`config.mk`:
```
export PLATFORM = sky130hd
export DESIGN_NAME = flash_cmd_host
export DESIGN_NICKNAME = d
export VERILOG_FILES = /design/src/shared/flash_pkg.sv /design/src/rtl/flash_cmd_host.sv
export VERILOG_INCLUDE_DIRS = /design/src /design/src/shared
export SDC_FILE = /design/constraint.sdc
export NUM_CORES = 1
export LEC_CHECK = 0
export ABC_AREA = 1
export BUFFER_PORTS_ARGS = -buffer_cell sky130_fd_sc_hd__buf_2
export CORE_ASPECT_RATIO = 1.25
export CORE_UTILIZATION = 56
export DETAILED_ROUTE_END_ITERATION = 10
export PLACE_DENSITY = 0.84
export SYNTH_ARGS = -nofsm -noshare
export SYNTH_HDL_FRONTEND = slang
export SYNTH_SLANG_ARGS = --single-unit
```
`constraint.sdc`:
```
create_clock -name clk -period 2.2 [get_ports clk]
set_input_delay 0.11 -clock clk [delete_from_list [all_inputs] [get_ports clk]]
set_output_delay 0.11 -clock clk [all_outputs]
set_load 0.005 [all_outputs]
```
`src/shared/flash_defs.svh`:
```
`ifndef FLASH_DEFS_SVH
`define FLASH_DEFS_SVH

// Device command codes
`define FL_CMD_EXT_STATUS 8'h71
`define FL_CMD_SWAP       8'h72
`define FL_CMD_LOAD_BUF   8'h74
`define FL_CMD_READ_BUF   8'h75
`define FL_CMD_SEQ_LOAD   8'hE0
`define FL_CMD_BUF_PROG   8'h0C
`define FL_CMD_TWO_BYTE   8'hFB
`define FL_CMD_BLK_ERASE  8'h20
`define FL_CMD_ERASE_ALL  8'hA7
`define FL_CMD_CONFIRM    8'hD0
`define FL_CMD_LOCK       8'h77
`define FL_CMD_UPLOAD     8'h97
`define FL_CMD_RYBY       8'h96
`define FL_CMD_SLEEP      8'hF0
`define FL_CMD_ABORT      8'h80
`define FL_CMD_CLEAR      8'h50
`define FL_CMD_READ_CSR   8'h70
`define FL_COUNT_HIGH     8'h00

// Register byte offsets
`define REG_CMD    5'h00
`define REG_ADDR   5'h04
`define REG_DATA   5'h08
`define REG_DATA2  5'h0C
`define REG_RESULT 5'h10
`define REG_STATUS 5'h14
`define REG_CONFIG 5'h18

// Field positions
`define CMD_RESUME_BIT  8
`define ST_BUSY_BIT     0
`define ST_READY_BIT    1
`define ST_REFUSED_BIT  2
`define ST_LEFT_LSB     8
`define CFG_WORD_BIT    0

// Bus cycle timing
`define FL_CLK_NS     25
`define FL_SETUP_NS   25
`define FL_STROBE_NS  100
`define FL_HOLD_NS    25
`define FL_SETUP_CYC  ((`FL_SETUP_NS + `FL_CLK_NS - 1) / `FL_CLK_NS)
`define FL_STROBE_CYC ((`FL_STROBE_NS + `FL_CLK_NS - 1) / `FL_CLK_NS)
`define FL_HOLD_CYC   ((`FL_HOLD_NS + `FL_CLK_NS - 1) / `FL_CLK_NS)

`endif

```
`src/shared/flash_pkg.sv`:
```
package flash_pkg;

  // Operations that software may order
  typedef enum logic [4:0] {
    OP_EXT_STATUS, OP_SWAP, OP_READ_BUF, OP_LOAD_BUF, OP_SEQ_LOAD, OP_PAIR,
    OP_BUF_PROG, OP_TWO_BYTE, OP_BLK_ERASE, OP_ERASE_ALL, OP_LOCK, OP_UPLOAD,
    OP_RYBY, OP_SLEEP, OP_ABORT, OP_CLEAR, OP_READ_CSR, OP_READ
  } op_t;

  // Phases of one device bus cycle
  typedef enum logic [1:0] {ST_IDLE, ST_SETUP, ST_STROBE, ST_HOLD} bus_state_t;

endpackage

```
`src/rtl/flash_cmd_host.sv`:
```
// The implementer's own choices: the Avalon-MM interface to the registers and the placing of the registers.
`timescale 1ns/1ps
`include "flash_defs.svh"

// What this block does
// - 71H then read at status address
// - 75H read or 74H write buffer datum
// - E0H, count low, count high, then pairs
// - Host always writes zero high count
// - Program destination equals buffer source address
// - FBH byte mode only, A0 order
// - 20H/A7H then D0H, optional third D0H
// - 97H D0H uploads locks; 77H D0H locks
module flash_cmd_host
  import flash_pkg::*;
(
  // Clock and reset
  input  wire  logic        clk,
  input  wire  logic        nrst,
  // Avalon-MM slave
  input  wire  logic [4:0]  address,
  input  wire  logic        read,
  input  wire  logic        write,
  input  wire  logic [31:0] writedata,
  output logic       [31:0] readdata,
  output logic              waitrequest,
  // Flash device pins
  output logic       [20:0] fl_addr,
  input  wire  logic [15:0] fl_dq_in,
  output logic       [15:0] fl_dq_out,
  output logic              fl_dq_oe,
  output logic              fl_ce_n,
  output logic              fl_oe_n,
  output logic              fl_we_n,
  output logic              fl_byte_n,
  input  wire  logic        ready_busy_out
);

  bus_state_t  st;
  op_t         op;
  logic        resume, word_mode, refused;
  logic [1:0]  step;
  logic [2:0]  cnt, phase_len;
  logic [20:0] addr_r, cyc_addr;
  logic [15:0] data_r, data2_r, result, cyc_data;
  logic [8:0]  seq_left;
  logic [15:0] dq_meta, dq_sync;
  logic        rb_meta, rb_sync;
  logic        cyc_read, cyc_last;
  logic        bus_take, cmd_write, op_legal, start, phase_end;
  //////////////////////////////////////////////////////////////////////////////
  // Avalon slave handshake
  // Answer one cycle after a request, then drop for one cycle
  always_ff @(posedge clk) begin
    if (!nrst) begin
      waitrequest <= 1'b1;
    end else begin
      waitrequest <= !((read || write) && waitrequest);
    end
  end
  assign bus_take  = write && !waitrequest;
  assign cmd_write = bus_take && (address == `REG_CMD);
  assign op_legal  = (writedata[4:0] <= OP_READ) &&
                     !(writedata[4:0] == OP_TWO_BYTE && word_mode);
  assign start     = cmd_write && (st == ST_IDLE) && op_legal;
  // Read data mux, registered while waitrequest is high
  always_ff @(posedge clk) begin
    if (!nrst) begin
      readdata <= 32'h0000_0000;
    end else if (read && waitrequest) begin
      unique case (address)
        `REG_CMD:    readdata <= {23'h000000, resume, 3'h0, op};
        `REG_ADDR:   readdata <= {11'h000, addr_r};
        `REG_DATA:   readdata <= {16'h0000, data_r};
        `REG_DATA2:  readdata <= {16'h0000, data2_r};
        `REG_RESULT: readdata <= {16'h0000, result};
        `REG_STATUS: readdata <= {15'h0000, seq_left, 5'h00, refused,
                                  rb_sync, (st != ST_IDLE)};
        `REG_CONFIG: readdata <= {31'h00000000, word_mode};
        default:     readdata <= 32'h0000_0000;
      endcase
    end
  end

  //////////////////////////////////////////////////////////////////////////////
  // Software registers
  // Operand and configuration registers
  always_ff @(posedge clk) begin
    if (!nrst) begin
      addr_r    <= 21'h000000;
      data_r    <= 16'h0000;
      data2_r   <= 16'h0000;
      word_mode <= 1'b0;
    end else if (bus_take) begin
      if (address == `REG_ADDR) addr_r <= writedata[20:0];
      if (address == `REG_DATA) data_r <= writedata[15:0];
      if (address == `REG_DATA2) data2_r <= writedata[15:0];
      if (address == `REG_CONFIG && st == ST_IDLE) word_mode <= writedata[`CFG_WORD_BIT];
    end
  end
  // Latched operation
  always_ff @(posedge clk) begin
    if (!nrst) begin
      op     <= OP_READ;
      resume <= 1'b0;
    end else if (start) begin
      op     <= op_t'(writedata[4:0]);
      resume <= writedata[`CMD_RESUME_BIT];
    end
  end
  // Orders refused while busy or illegal
  always_ff @(posedge clk) begin
    if (!nrst) begin
      refused <= 1'b0;
    end else if (cmd_write) begin
      refused <= !start;
    end
  end
  // Pairs still owed after a sequential load
  always_ff @(posedge clk) begin
    if (!nrst) begin
      seq_left <= 9'h000;
    end else if (start && writedata[4:0] == OP_SEQ_LOAD) begin
      seq_left <= {1'b0, data_r[7:0]} + 9'h001;
    end else if (start && writedata[4:0] == OP_PAIR && seq_left != 9'h000) begin
      seq_left <= seq_left - 9'h001;
    end
  end

  //////////////////////////////////////////////////////////////////////////////
  // Pin synchronisers
  // Two flops before any use
  always_ff @(posedge clk) begin
    if (!nrst) begin
      dq_meta <= 16'h0000;
      dq_sync <= 16'h0000;
      rb_meta <= 1'b1;
      rb_sync <= 1'b1;
    end else begin
      dq_meta <= fl_dq_in;
      dq_sync <= dq_meta;
      rb_meta <= ready_busy_out;
      rb_sync <= rb_meta;
    end
  end

  //////////////////////////////////////////////////////////////////////////////
  // Command sequence decode
  // Bus cycle for the current step; step 0 opens with a command code except for OP_PAIR and OP_READ
  always_comb begin
    cyc_read = 1'b0;
    cyc_last = 1'b0;
    cyc_addr = addr_r;
    cyc_data = 16'h0000;
    unique case (op)
      OP_EXT_STATUS: begin
        cyc_data = {8'h00, `FL_CMD_EXT_STATUS};
        cyc_read = (step != 2'd0);
        cyc_last = (step != 2'd0);
      end
      OP_SWAP: begin
        cyc_data = {8'h00, `FL_CMD_SWAP};
        cyc_last = 1'b1;
      end
      OP_READ_BUF: begin
        cyc_data = {8'h00, `FL_CMD_READ_BUF};
        cyc_read = (step != 2'd0);
        cyc_last = (step != 2'd0);
      end
      OP_LOAD_BUF: begin
        cyc_data = (step == 2'd0) ? {8'h00, `FL_CMD_LOAD_BUF} : data_r;
        cyc_last = (step != 2'd0);
      end
      OP_SEQ_LOAD: begin
        unique case (step)
          2'd0:    cyc_data = {8'h00, `FL_CMD_SEQ_LOAD};
          2'd1:    cyc_data = {8'h00, data_r[7:0]};
          default: cyc_data = {8'h00, `FL_COUNT_HIGH};
        endcase
        cyc_last = (step == 2'd2);
      end
      OP_PAIR: begin
        cyc_data = data_r;
        cyc_last = 1'b1;
      end
      OP_BUF_PROG: begin
        unique case (step)
          2'd0:    cyc_data = {8'h00, `FL_CMD_BUF_PROG};
          2'd1: begin
            cyc_addr = {addr_r[20:1], 1'b0};
            cyc_data = {8'h00, data_r[7:0]};
          end
          default: cyc_data = {8'h00, `FL_COUNT_HIGH};
        endcase
        cyc_last = (step == 2'd2);
      end
      OP_TWO_BYTE: begin
        unique case (step)
          2'd0:    cyc_data = {8'h00, `FL_CMD_TWO_BYTE};
          2'd1:    cyc_data = {8'h00, data_r[7:0]};
          default: cyc_data = {8'h00, data2_r[7:0]};
        endcase
        cyc_last = (step == 2'd2);
      end
      OP_BLK_ERASE, OP_ERASE_ALL: begin
        cyc_data = (step != 2'd0)       ? {8'h00, `FL_CMD_CONFIRM}
                 : (op == OP_BLK_ERASE) ? {8'h00, `FL_CMD_BLK_ERASE}
                 :                        {8'h00, `FL_CMD_ERASE_ALL};
        cyc_last = (step == 2'd2) || (step == 2'd1 && !resume);
      end
      OP_LOCK, OP_UPLOAD: begin
        cyc_data = (step != 2'd0)  ? {8'h00, `FL_CMD_CONFIRM}
                 : (op == OP_LOCK) ? {8'h00, `FL_CMD_LOCK}
                 :                   {8'h00, `FL_CMD_UPLOAD};
        cyc_last = (step != 2'd0);
      end
      OP_RYBY: begin
        cyc_data = (step == 2'd0) ? {8'h00, `FL_CMD_RYBY} : {8'h00, data_r[7:0]};
        cyc_last = (step != 2'd0);
      end
      OP_SLEEP: begin
        cyc_data = {8'h00, `FL_CMD_SLEEP};
        cyc_last = 1'b1;
      end
      OP_ABORT: begin
        cyc_data = {8'h00, `FL_CMD_ABORT};
        cyc_last = 1'b1;
      end
      OP_CLEAR: begin
        cyc_data = {8'h00, `FL_CMD_CLEAR};
        cyc_last = 1'b1;
      end
      OP_READ_CSR: begin
        cyc_data = {8'h00, `FL_CMD_READ_CSR};
        cyc_read = (step != 2'd0);
        cyc_last = (step != 2'd0);
      end
      OP_READ: begin
        cyc_read = 1'b1;
        cyc_last = 1'b1;
      end
    endcase
  end

  //////////////////////////////////////////////////////////////////////////////
  // Bus cycle engine
  // Length of the current phase
  always_comb begin
    unique case (st)
      ST_SETUP:  phase_len = 3'(`FL_SETUP_CYC);
      ST_STROBE: phase_len = 3'(`FL_STROBE_CYC);
      ST_HOLD:   phase_len = 3'(`FL_HOLD_CYC);
      ST_IDLE:   phase_len = 3'h1;
    endcase
  end
  assign phase_end = (cnt == phase_len - 3'h1);
  // Phase sequencer; after the last step it waits for a new first cycle
  always_ff @(posedge clk) begin
    if (!nrst) begin
      st   <= ST_IDLE;
      step <= 2'd0;
      cnt  <= 3'h0;
    end else begin
      unique case (st)
        ST_IDLE: begin
          cnt <= 3'h0;
          if (start) begin
            st   <= ST_SETUP;
            step <= 2'd0;
          end
        end
        ST_SETUP, ST_STROBE: begin
          cnt <= phase_end ? 3'h0 : cnt + 3'h1;
          if (phase_end) st <= (st == ST_SETUP) ? ST_STROBE : ST_HOLD;
        end
        ST_HOLD: begin
          cnt <= phase_end ? 3'h0 : cnt + 3'h1;
          if (phase_end) begin
            if (cyc_last) begin
              st   <= ST_IDLE;
              step <= 2'd0;
            end else begin
              st   <= ST_SETUP;
              step <= step + 2'd1;
            end
          end
        end
      endcase
    end
  end
  // Read data captured at the close of a read cycle
  always_ff @(posedge clk) begin
    if (!nrst) begin
      result <= 16'h0000;
    end else if (st == ST_HOLD && phase_end && cyc_read) begin
      result <= word_mode ? dq_sync : {8'h00, dq_sync[7:0]};
    end
  end
  // Pins follow the phase one cycle later, keeping phase lengths intact
  always_ff @(posedge clk) begin
    if (!nrst) begin
      fl_addr   <= 21'h000000;
      fl_dq_out <= 16'h0000;
      fl_dq_oe  <= 1'b0;
      fl_ce_n   <= 1'b1;
      fl_oe_n   <= 1'b1;
      fl_we_n   <= 1'b1;
      fl_byte_n <= 1'b0;
    end else begin
      fl_addr   <= cyc_addr;
      fl_dq_out <= cyc_data;
      fl_dq_oe  <= (st != ST_IDLE) && !cyc_read;
      fl_ce_n   <= (st == ST_IDLE);
      fl_oe_n   <= !(st == ST_STROBE && cyc_read);
      fl_we_n   <= !(st == ST_STROBE && !cyc_read);
      fl_byte_n <= word_mode;
    end
  end

endmodule

```
After elaboration in Yosys (flattened, before gate mapping)
Index checks and enable logic that the tools add are counted.
{"block": "totals", "reg_bits": 202, "inputBits": 58, "output_inout_bits": 75, "elab_cells": 149}
{"block": "classes", "n_addsub": 5, "order_cmp": 1, "n_eq_ne": 35, "muxes": 31, "reduce_logical": 52}
{"op": "case mux 16 bit (15 select lines)", "n": 1}
{"op": "case mux 21 bit (7 select lines)", "n": 1}
{"op": "equality test 5 x 4 -> 1 bit, second input constant", "n": 10}
{"op": "case mux 8 bit (2 select lines)", "n": 3}
{"op": "equality test 5 x 3 -> 1 bit, second input constant", "n": 8}
{"op": "two-way mux 8 bit", "n": 5}
{"op": "two-way mux 16 bit", "n": 2}
{"op": "equality test 5 bit, second input constant", "n": 5}
{"op": "logical AND 1 bit", "n": 18}
{"op": "two-way mux 9 bit", "n": 2}
{"op": "two-way mux 2 bit", "n": 6}
{"op": "case mux 3 bit (2 select lines)", "n": 2}
{"op": "OR reduction 3 bit", "n": 4}
{"op": "equality test 5 x 2 -> 1 bit, second input constant", "n": 2}
{"op": "zero test 5 bit", "n": 2}
{"op": "adder 8 x 1 -> 9 bit, second input constant", "n": 1}
{"op": "nonzero test 9 bit", "n": 1}
{"op": "subtractor 9 x 1 -> 9 bit, second input constant", "n": 1}
{"op": "zero test 1 bit", "n": 8}
{"op": "AND reduction 2 bit", "n": 4}
{"op": "nonzero test 2 bit", "n": 4}
{"op": "OR reduction 7 bit", "n": 1}
{"op": "equality test 2 bit, second input constant", "n": 3}
{"op": "!= test 2 bit, second input constant", "n": 3}
{"op": "18 further kinds", "n": 27}

Logic depth before layout (Yosys ltp)
Gate-level depths: netlist of the first run.
{"block": "logic_depth", "ltp_word": 9, "ltp_mapped": 12, "mapped_depth_nobuf": 12}

Worst setup path after synthesis of the first run
Ideal clock, no wire load.
{"block": "synth_timing", "path_kind": "register -> register", "start": "reg st[0]", "end": "reg seq_left[0]", "setup_time_ns": 0.120, "arrival_ns": 1.530, "required_time_ns": 2.080, "slack_ns": 0.550, "path_stages_with_launch": 12, "n_path_buf": 0, "period_less_slack_ns": 1.650, "cell_sequence": "dfxtp_1 inv_1 ha_1 inv_2 nor2_1 nand2_1 nor2_4 nand3_2 inv_1 o21ai_1 a21oi_1 a21oi_1"}
{"block": "synth_via", "elab_chain_cells": 6}
{"item": "start: declaration", "line_no": "flash_cmd_host.sv:39", "source": "bus_state_t st;"}
{"item": "start signal: assignment", "line_no": "flash_cmd_host.sv:274", "source": "if (phase_end) st <= (st == ST_SETUP) ? ST_STROBE : ST_HOLD;"}
{"item": "zero test 2 bit (*)", "line_no": "flash_cmd_host.sv:65", "source": "assign start = cmd_write && (st == ST_IDLE) && op_legal;"}
{"item": "logical AND 1 bit (*) (2 in a row)", "line_no": "flash_cmd_host.sv:65"}
{"item": "logical AND 1 bit (2 in a row)", "line_no": "flash_cmd_host.sv:125", "source": "end else if (start && writedata[4:0] == OP_PAIR && seq_left != 9'h000) begin"}
{"item": "nonzero test 2 bit (no line)"}
{"item": "end signal: assignment", "line_no": "flash_cmd_host.sv:124", "source": "seq_left <= {1'b0, data_r[7:0]} + 9'h001;"}
{"item": "end signal: assignment", "line_no": "flash_cmd_host.sv:126", "source": "seq_left <= seq_left - 9'h001;"}
{"item": "end: declaration", "line_no": "flash_cmd_host.sv:46", "source": "logic [8:0] seq_left;"}
Mark *: on every way between the ends. The rest lies on a longest branch, timed or not.
A chain may end at the register's enable or synchronous reset.

Worst setup path after layout of the first run
{"block": "layout_timing", "start": "reg st[0]", "end": "reg seq_left[4]"}
The elaborated chain is that of the path after synthesis.

==> results of run 1 <==
==> logic make-up after synthesis <==
logic type	Yosys count
AND/OR/NAND/NOR	445
AO/OA/AOI/OAI	250
buffers and inverters	210
flip-flops	191
XOR/XNOR	12
adder cells (fa/ha/maj)	11
other	1
==> worst max-delay path, stage by stage (launching register included) <==
cell	delay, ns
dfxtp_1	0.34
inv_1	0.15
ha_1	0.22
inv_2	0.06
nor2_1	0.19
nand2_1	0.13
nor2_4	0.13
nand3_2	0.14
nor2_2	0.28
o21ai_0	0.12
a21oi_1	0.15
==> sequential cells by signal (all words and copies together) (netlist names), 2 cells and up <==
| register | count |
|---|---|
| cnt | 3 |
| addr_r | 21 |
| fl_dq_out | 16 |
| dq_meta | 16 |
| st | 2 |
| data_r | 16 |
| op | 5 |
| dq_sync | 16 |
| seq_left | 9 |
| data2_r | 16 |
| fl_addr | 21 |
| step | 2 |
| result | 16 |
| readdata | 21 |
==> stage by stage <==
| step | cell area [um^2] | hold WS [ns] | setup WS, ns |
|---|---|---|---|
| after floorplan | 8260 | 0.208 | 0.550 |
| after global placement | 8920 | 0.290 | 0.302 |
| after detailed placement | 8920 | 0.293 | 0.299 |
| after CTS | 9880 | 0.000133 | 0.268 |
| after global routing | 9880 | 0.0180 | 0.0221 |
| final | 9880 | 0.0142 | 0.229 |
==> final timing paths <==
check / startpoint / end / slack [ns] / cells past startpoint
min reg2reg: dq_meta[0] / dq_sync[0] / 0.41 / 2
max reg2reg: st[0] / seq_left[4] / 0.23 / 10
min: writedata[3] / addr_r[3] / 0.01 / 3
max: st[0] / seq_left[4] / 0.23 / 10
==> cell usage after synthesis, types with 14 or more instances <==
library cell,n
nand2_1,211
nor2_1,127
buf_4,14
a21oi_1,90
dfxtp_1,191
clkbuf_1,27
nand3_1,47
inv_1,139
o21ai_0,113
nor3_1,18
==> power groups by stage <==
stage	clock network, mW	registers [mW]	logic (mW)
after global routing	3.29	3.61	0.783
after detailed placement	0	3.68	0.633
after global placement	0	3.67	0.604
final	3.13	3.60	0.706
after floorplan	0	3.67	0.433
after CTS	3.13	3.60	0.685
==> metal layers <==
metal	share of wire [%]	wire (um)	up-vias
li1	-	-	3854
met1	38	9130	3555
met2	49	11700	396
met3	7.3	1750	111
met4	5.6	1330	0
met5	0	0	-
==> area by class of cell <==
type	count	area (um^2)	share of cell area, %
clock inverters	15	181	1.84
flip-flops and latches	191	3820	38.7
multi-input cells	729	3560	36.1
well taps	178	223	2.25
inverters	153	574	5.81
clock buffers	17	425	4.31
repair buffers	170	1090	11.0
==> what timing repair did <==
action | 4_1_cts | 5_1_grt
setup endpoints to repair | 0 | 1
hold buffers | 35 | 0
gates resized for setup | 0 | 1
endpoints found under the hold margin | 47 | 0
==> placed cells by master, fill, tap and decap left out, types with 18 or more instances in the layout <==
master | netlist | routed
nor2_1 | 127 | 127
buf_4 | 14 | 26
nor3_1 | 18 | 18
inv_1 | 139 | 139
nand2_1 | 211 | 211
nand3_1 | 47 | 47
o21ai_0 | 113 | 113
dlygate4sd3_1 | 0 | 35
buf_2 | 10 | 109
a21oi_1 | 90 | 89
dfxtp_1 | 191 | 191
==> flow_summary.ini, run 1 <==
[grt]
busiest_layer = met2
use_met2_pct = 55.9
grtUsageMet1_pct = 38.6
grt_use_total_pct = 33.3
grt_pass1_vias = 7572
met3_usage_pct = 7.81
grt_antenna_before_repair = 0
overflow = 0
grt_max_degree = 92
grt_pass1_wl_um = 37900

[synthesis]
netlist_instances = 1120
netlist_top_cells_area = dfxtp_1 47%, nand2_1 9.6%, o21ai_0 6.9%
synth_compound_area_share_pct = 16.6
synthAdderAreaFrac_pct = 1.67
synth.area.mux_share_pct = 0
synth-xor-area-share_pct = 1.28
synthSimpleGateAreaFrac_pct = 23.3
synth_flop_cell = dfxtp_1
synth_edf_count = 0
yosysTopAreaCell = dfxtp_1
synth.distinct_cells = 43
yosysTopAreaCellShare_pct = 46.5
syn_avg_cell_area_um2 = 7.34
synth-seq-cells = 191
ys_seq_area_share_pct = 46.5
synth_top_family_by_area = simple AND/OR/NAND/NOR gates
async_reset_ff_share_pct = 0
ys_warn_count = 0
syn_area_um2 = 8220

[cts]
clock-root-buffer = clkbuf_16
cts_buffers = 17
cts_tree = built
postCtsSetupBuffers = 0
clk_pin_slew_ns = 0.07
clockBufferDepth = 2
htreeDepth = 4
clk-insertion-delay-late_ns = 0.44
clock_sinks = 191

[placement]
numPortBuffers = 110
place_congestion = 0.965
hpwl_um = 16500
dp.cells = 1386

[drt]
drtIter0Drc = 728
via_count = 7916
drt-total-wl_um = 23900
antenna_left = 0
drcViolationCount = 0
dr.pass1.iters = 8
vias_per_cell = 5.45
wl_per_cell_um = 16.5

[timing]
fin_crit_ns = 1.97
fmax_mhz = 507
rsz0062_at_grt = no
fin_setup_tns_ns = 0
slew_violations = 0
worst_slew_pin_slew_ns = 0.757
slew_headroom_pct = 49.5
skew_ns = 0.0119
finalHoldViolCount = 0
timing.final.crit_share_pct = 89.6
setup_viol = 0

[setup_path]
cp.arrival_ns = 2.34
crit_required_ns = 2.57
crit_fanout = 7
crit_type = flop to flop
cp-end-kind = flop
cp-start-kind = flop

[floorplanning]
io_pins = 133
die_w_um = 110
initial_utilization_pct = 57.3
core-area_um2 = 14300
num_rows = 49
dieArea_um2 = 15200
die_h_um = 137

[worst_hold_path]
hold_path.class = input port to flop

[finish]
syn2layout_area_growth_pct = 20.2
final_core_util_pct = 68.9
layout.cells.non_filler = 1453
fin_nets = 1331
num_antenna_cells = 0
fill_cells = 1121
drive_above_1_share_pct = 16.4

[power_and_ir_drop]
pwr-share-comb_pct = 9.5
peakVddDrop_v = 0.000784
clock_power_share_pct = 42.1
total_power_mw = 7.43
p_int_mw = 5.52
switching_power_mw = 1.91
cellLeakagePower_nw = 4.74
pwr-share-seq_pct = 48.4
netSwitchingFraction_pct = 25.7
p_per_area_nw_per_um2 = 752

[outcome]
status = completed

[flow_run]
max_cap_violations = 0
Note: power is estimated with default switching activity, not from simulation.
==> run 2: changes to the inputs <==
BUFFER_PORTS_ARGS = -buffer_cell sky130_fd_sc_hd__buf_4   (was -buffer_cell sky130_fd_sc_hd__buf_2)
CAP_MARGIN = 5   (was default)
==> run 2 against run 1 <==
Against the previous run:
- via count up 1.7%
- largest cell class unchanged
- critical endpoint is now result[6]
- total power increased by 0.24%
- clock power shrank 1%
- cell count rose by 0.21%
- wire length grew 7.2%
==> flow_summary.ini, run 2 (synthesized netlist as in run 1, its figures left out) <==
[grt]
grt_antenna_before_repair = 0
grt_max_degree = 51
overflow = 0
grt_pass1_vias = 7708
grt_pass1_wl_um = 39700
grt_use_total_pct = 35.3

[finish]
final_common_cell = nand2_1
fin_nets = 1334
layout_common_cells = 211 x nand2_1, 191 x dfxtp_1, 139 x inv_1
syn2layout_area_growth_pct = 23.9
drive_above_1_share_pct = 16.4
num_antenna_cells = 0
design_area_um2 = 10200
reg_top3 = addr_r x21, fl_addr x21, readdata x21

[cts]
clock-root-buffer = clkbuf_16
cts_tree = built
clockBufferDepth = 2
clock_sinks = 191
cts_buffers = 17
clk-insertion-delay-late_ns = 0.44
htreeDepth = 4
clk_pin_slew_ns = 0.07

[setup_path]
crit_path_end = result[6]
crit_required_ns = 2.52
crit_type = flop to flop
cp-end-kind = flop
rr_startpoint = op[4]
startpoint = op[4]
r2r_setup_slack_ns = 0.20
r2r_end = result[6]
cp.arrival_ns = 2.32
crit_fanout = 26
cp-start-kind = flop
ff2ff_path_depth = 9

[timing]
fin_crit_ns = 2.00
finalHoldViolCount = 0
fmax_mhz = 500
worst_slew_pin_slew_ns = 0.626
setup_viol = 0
slew_headroom_pct = 58.2
slew_violations = 0
timing.final.crit_share_pct = 90.8
fin_hold_ws_ns = 0.0512
skew_ns = 0.00762
fin_setup_tns_ns = 0
rsz0062_at_grt = no

[drt]
wl_per_cell_um = 17.6
vias_per_cell = 5.53
antenna_left = 0
drcViolationCount = 0
via_count = 8051
dr.pass1.iters = 6
drtIter0Drc = 622
drt-total-wl_um = 25600

[floorplanning]
core-area_um2 = 14300
num_rows = 49
io_pins = 133
die_w_um = 110
initial_utilization_pct = 57.3
die_h_um = 137
dieArea_um2 = 15200

[worst_hold_path]
hold_path.class = input port to flop
worstHoldStart = writedata[2]

[placement]
placed_cell_area_um2 = 9210
hpwl_um = 17300
numPortBuffers = 110
place_congestion = 0.918

[power_and_ir_drop]
peakVddDrop_v = 0.000701
p_per_area_nw_per_um2 = 732
cellLeakagePower_nw = 4.79

[outcome]
status = completed

[flow_run]
max_cap_violations = 0
==> run 2: changes by cell type in the layout (fill, tap and decap cells not counted), sizes merged <==
cell	change
clkinv	-2
clkinvlp	+2
dlygate4sd3	+2
buf	+1
bufinv	-1
clkbuf	+1
==> run 2: routing by layer <==
metal  vias up  track usage (%)  share of wire [%]
li1       3877                -                  -
met2       377             59.8                 49
met4         0             23.6                6.5
met1      3686             39.2                 38
met3       111             7.52                6.0
met5         -                0                  0
==> run 2: how the worst min path moves through the flow <==
stage / to / slack [ns] / cells past startpoint
finish: op[2] / 0.05 / 3
floorplan: dq_meta[0] / 0.21 / 2
global route: addr_r[2] / 0.04 / 3
CTS: data_r[2] / 0.03 / 3
detailed placement: dq_meta[1] / 0.29 / 3
global placement: dq_meta[10] / 0.29 / 3
==> run 2: worst max-delay path: stages (launching register included) <==
cell and delay (ns):
dfxtp_1 0.66, nor2_2 0.15, nand2_2 0.12, nor2_2 0.05, nor2_2 0.21, o21ai_4 0.12, nand2_4 0.23, inv_2 0.12
nor2_1 0.14, nor2_1 0.08
==> run 2: timing repair <==
action,4_1_cts,5_1_grt
hold buffers,37,0
hold endpoints to repair,54,0
buffers inserted,0,0
gates resized for setup,0,2
endpoints found under the setup margin,0,2
==> run 2: cell type report <==
| class | instances | area, um^2 |
|---|---|---|
| fillers | 1126 | 4170 |
| flip-flops and latches | 191 | 3820 |
| multi-input cells | 729 | 3560 |
| repair buffers | 173 | 1400 |
| inverters | 153 | 574 |
| clock buffers | 18 | 439 |
| well taps | 178 | 223 |
| clock inverters | 14 | 155 |
==> run 2: power breakdown <==
part	switching (mW)	internal, mW	total (mW)
Clock	1.46	1.63	3.09
Sequential	0.0505	3.55	3.60
Combinational	0.464	0.290	0.754
==> run 2: per-stage QoR <==
| step | worst slack [ns] | power [mW] | utilization, % | std cells |
|---|---|---|---|---|
| floorplan | 0.550 | 4.10 | - | 1130 |
| global placement | 0.324 | 4.31 | 64.2 | 1387 |
| detailed placement | 0.295 | 4.35 | 64.2 | 1387 |
| CTS | 0.223 | 7.43 | 70.9 | 1456 |
| global route | 0.0768 | 7.69 | 71.0 | 1456 |
| finish | 0.202 | 7.45 | 71.0 | 1456 |
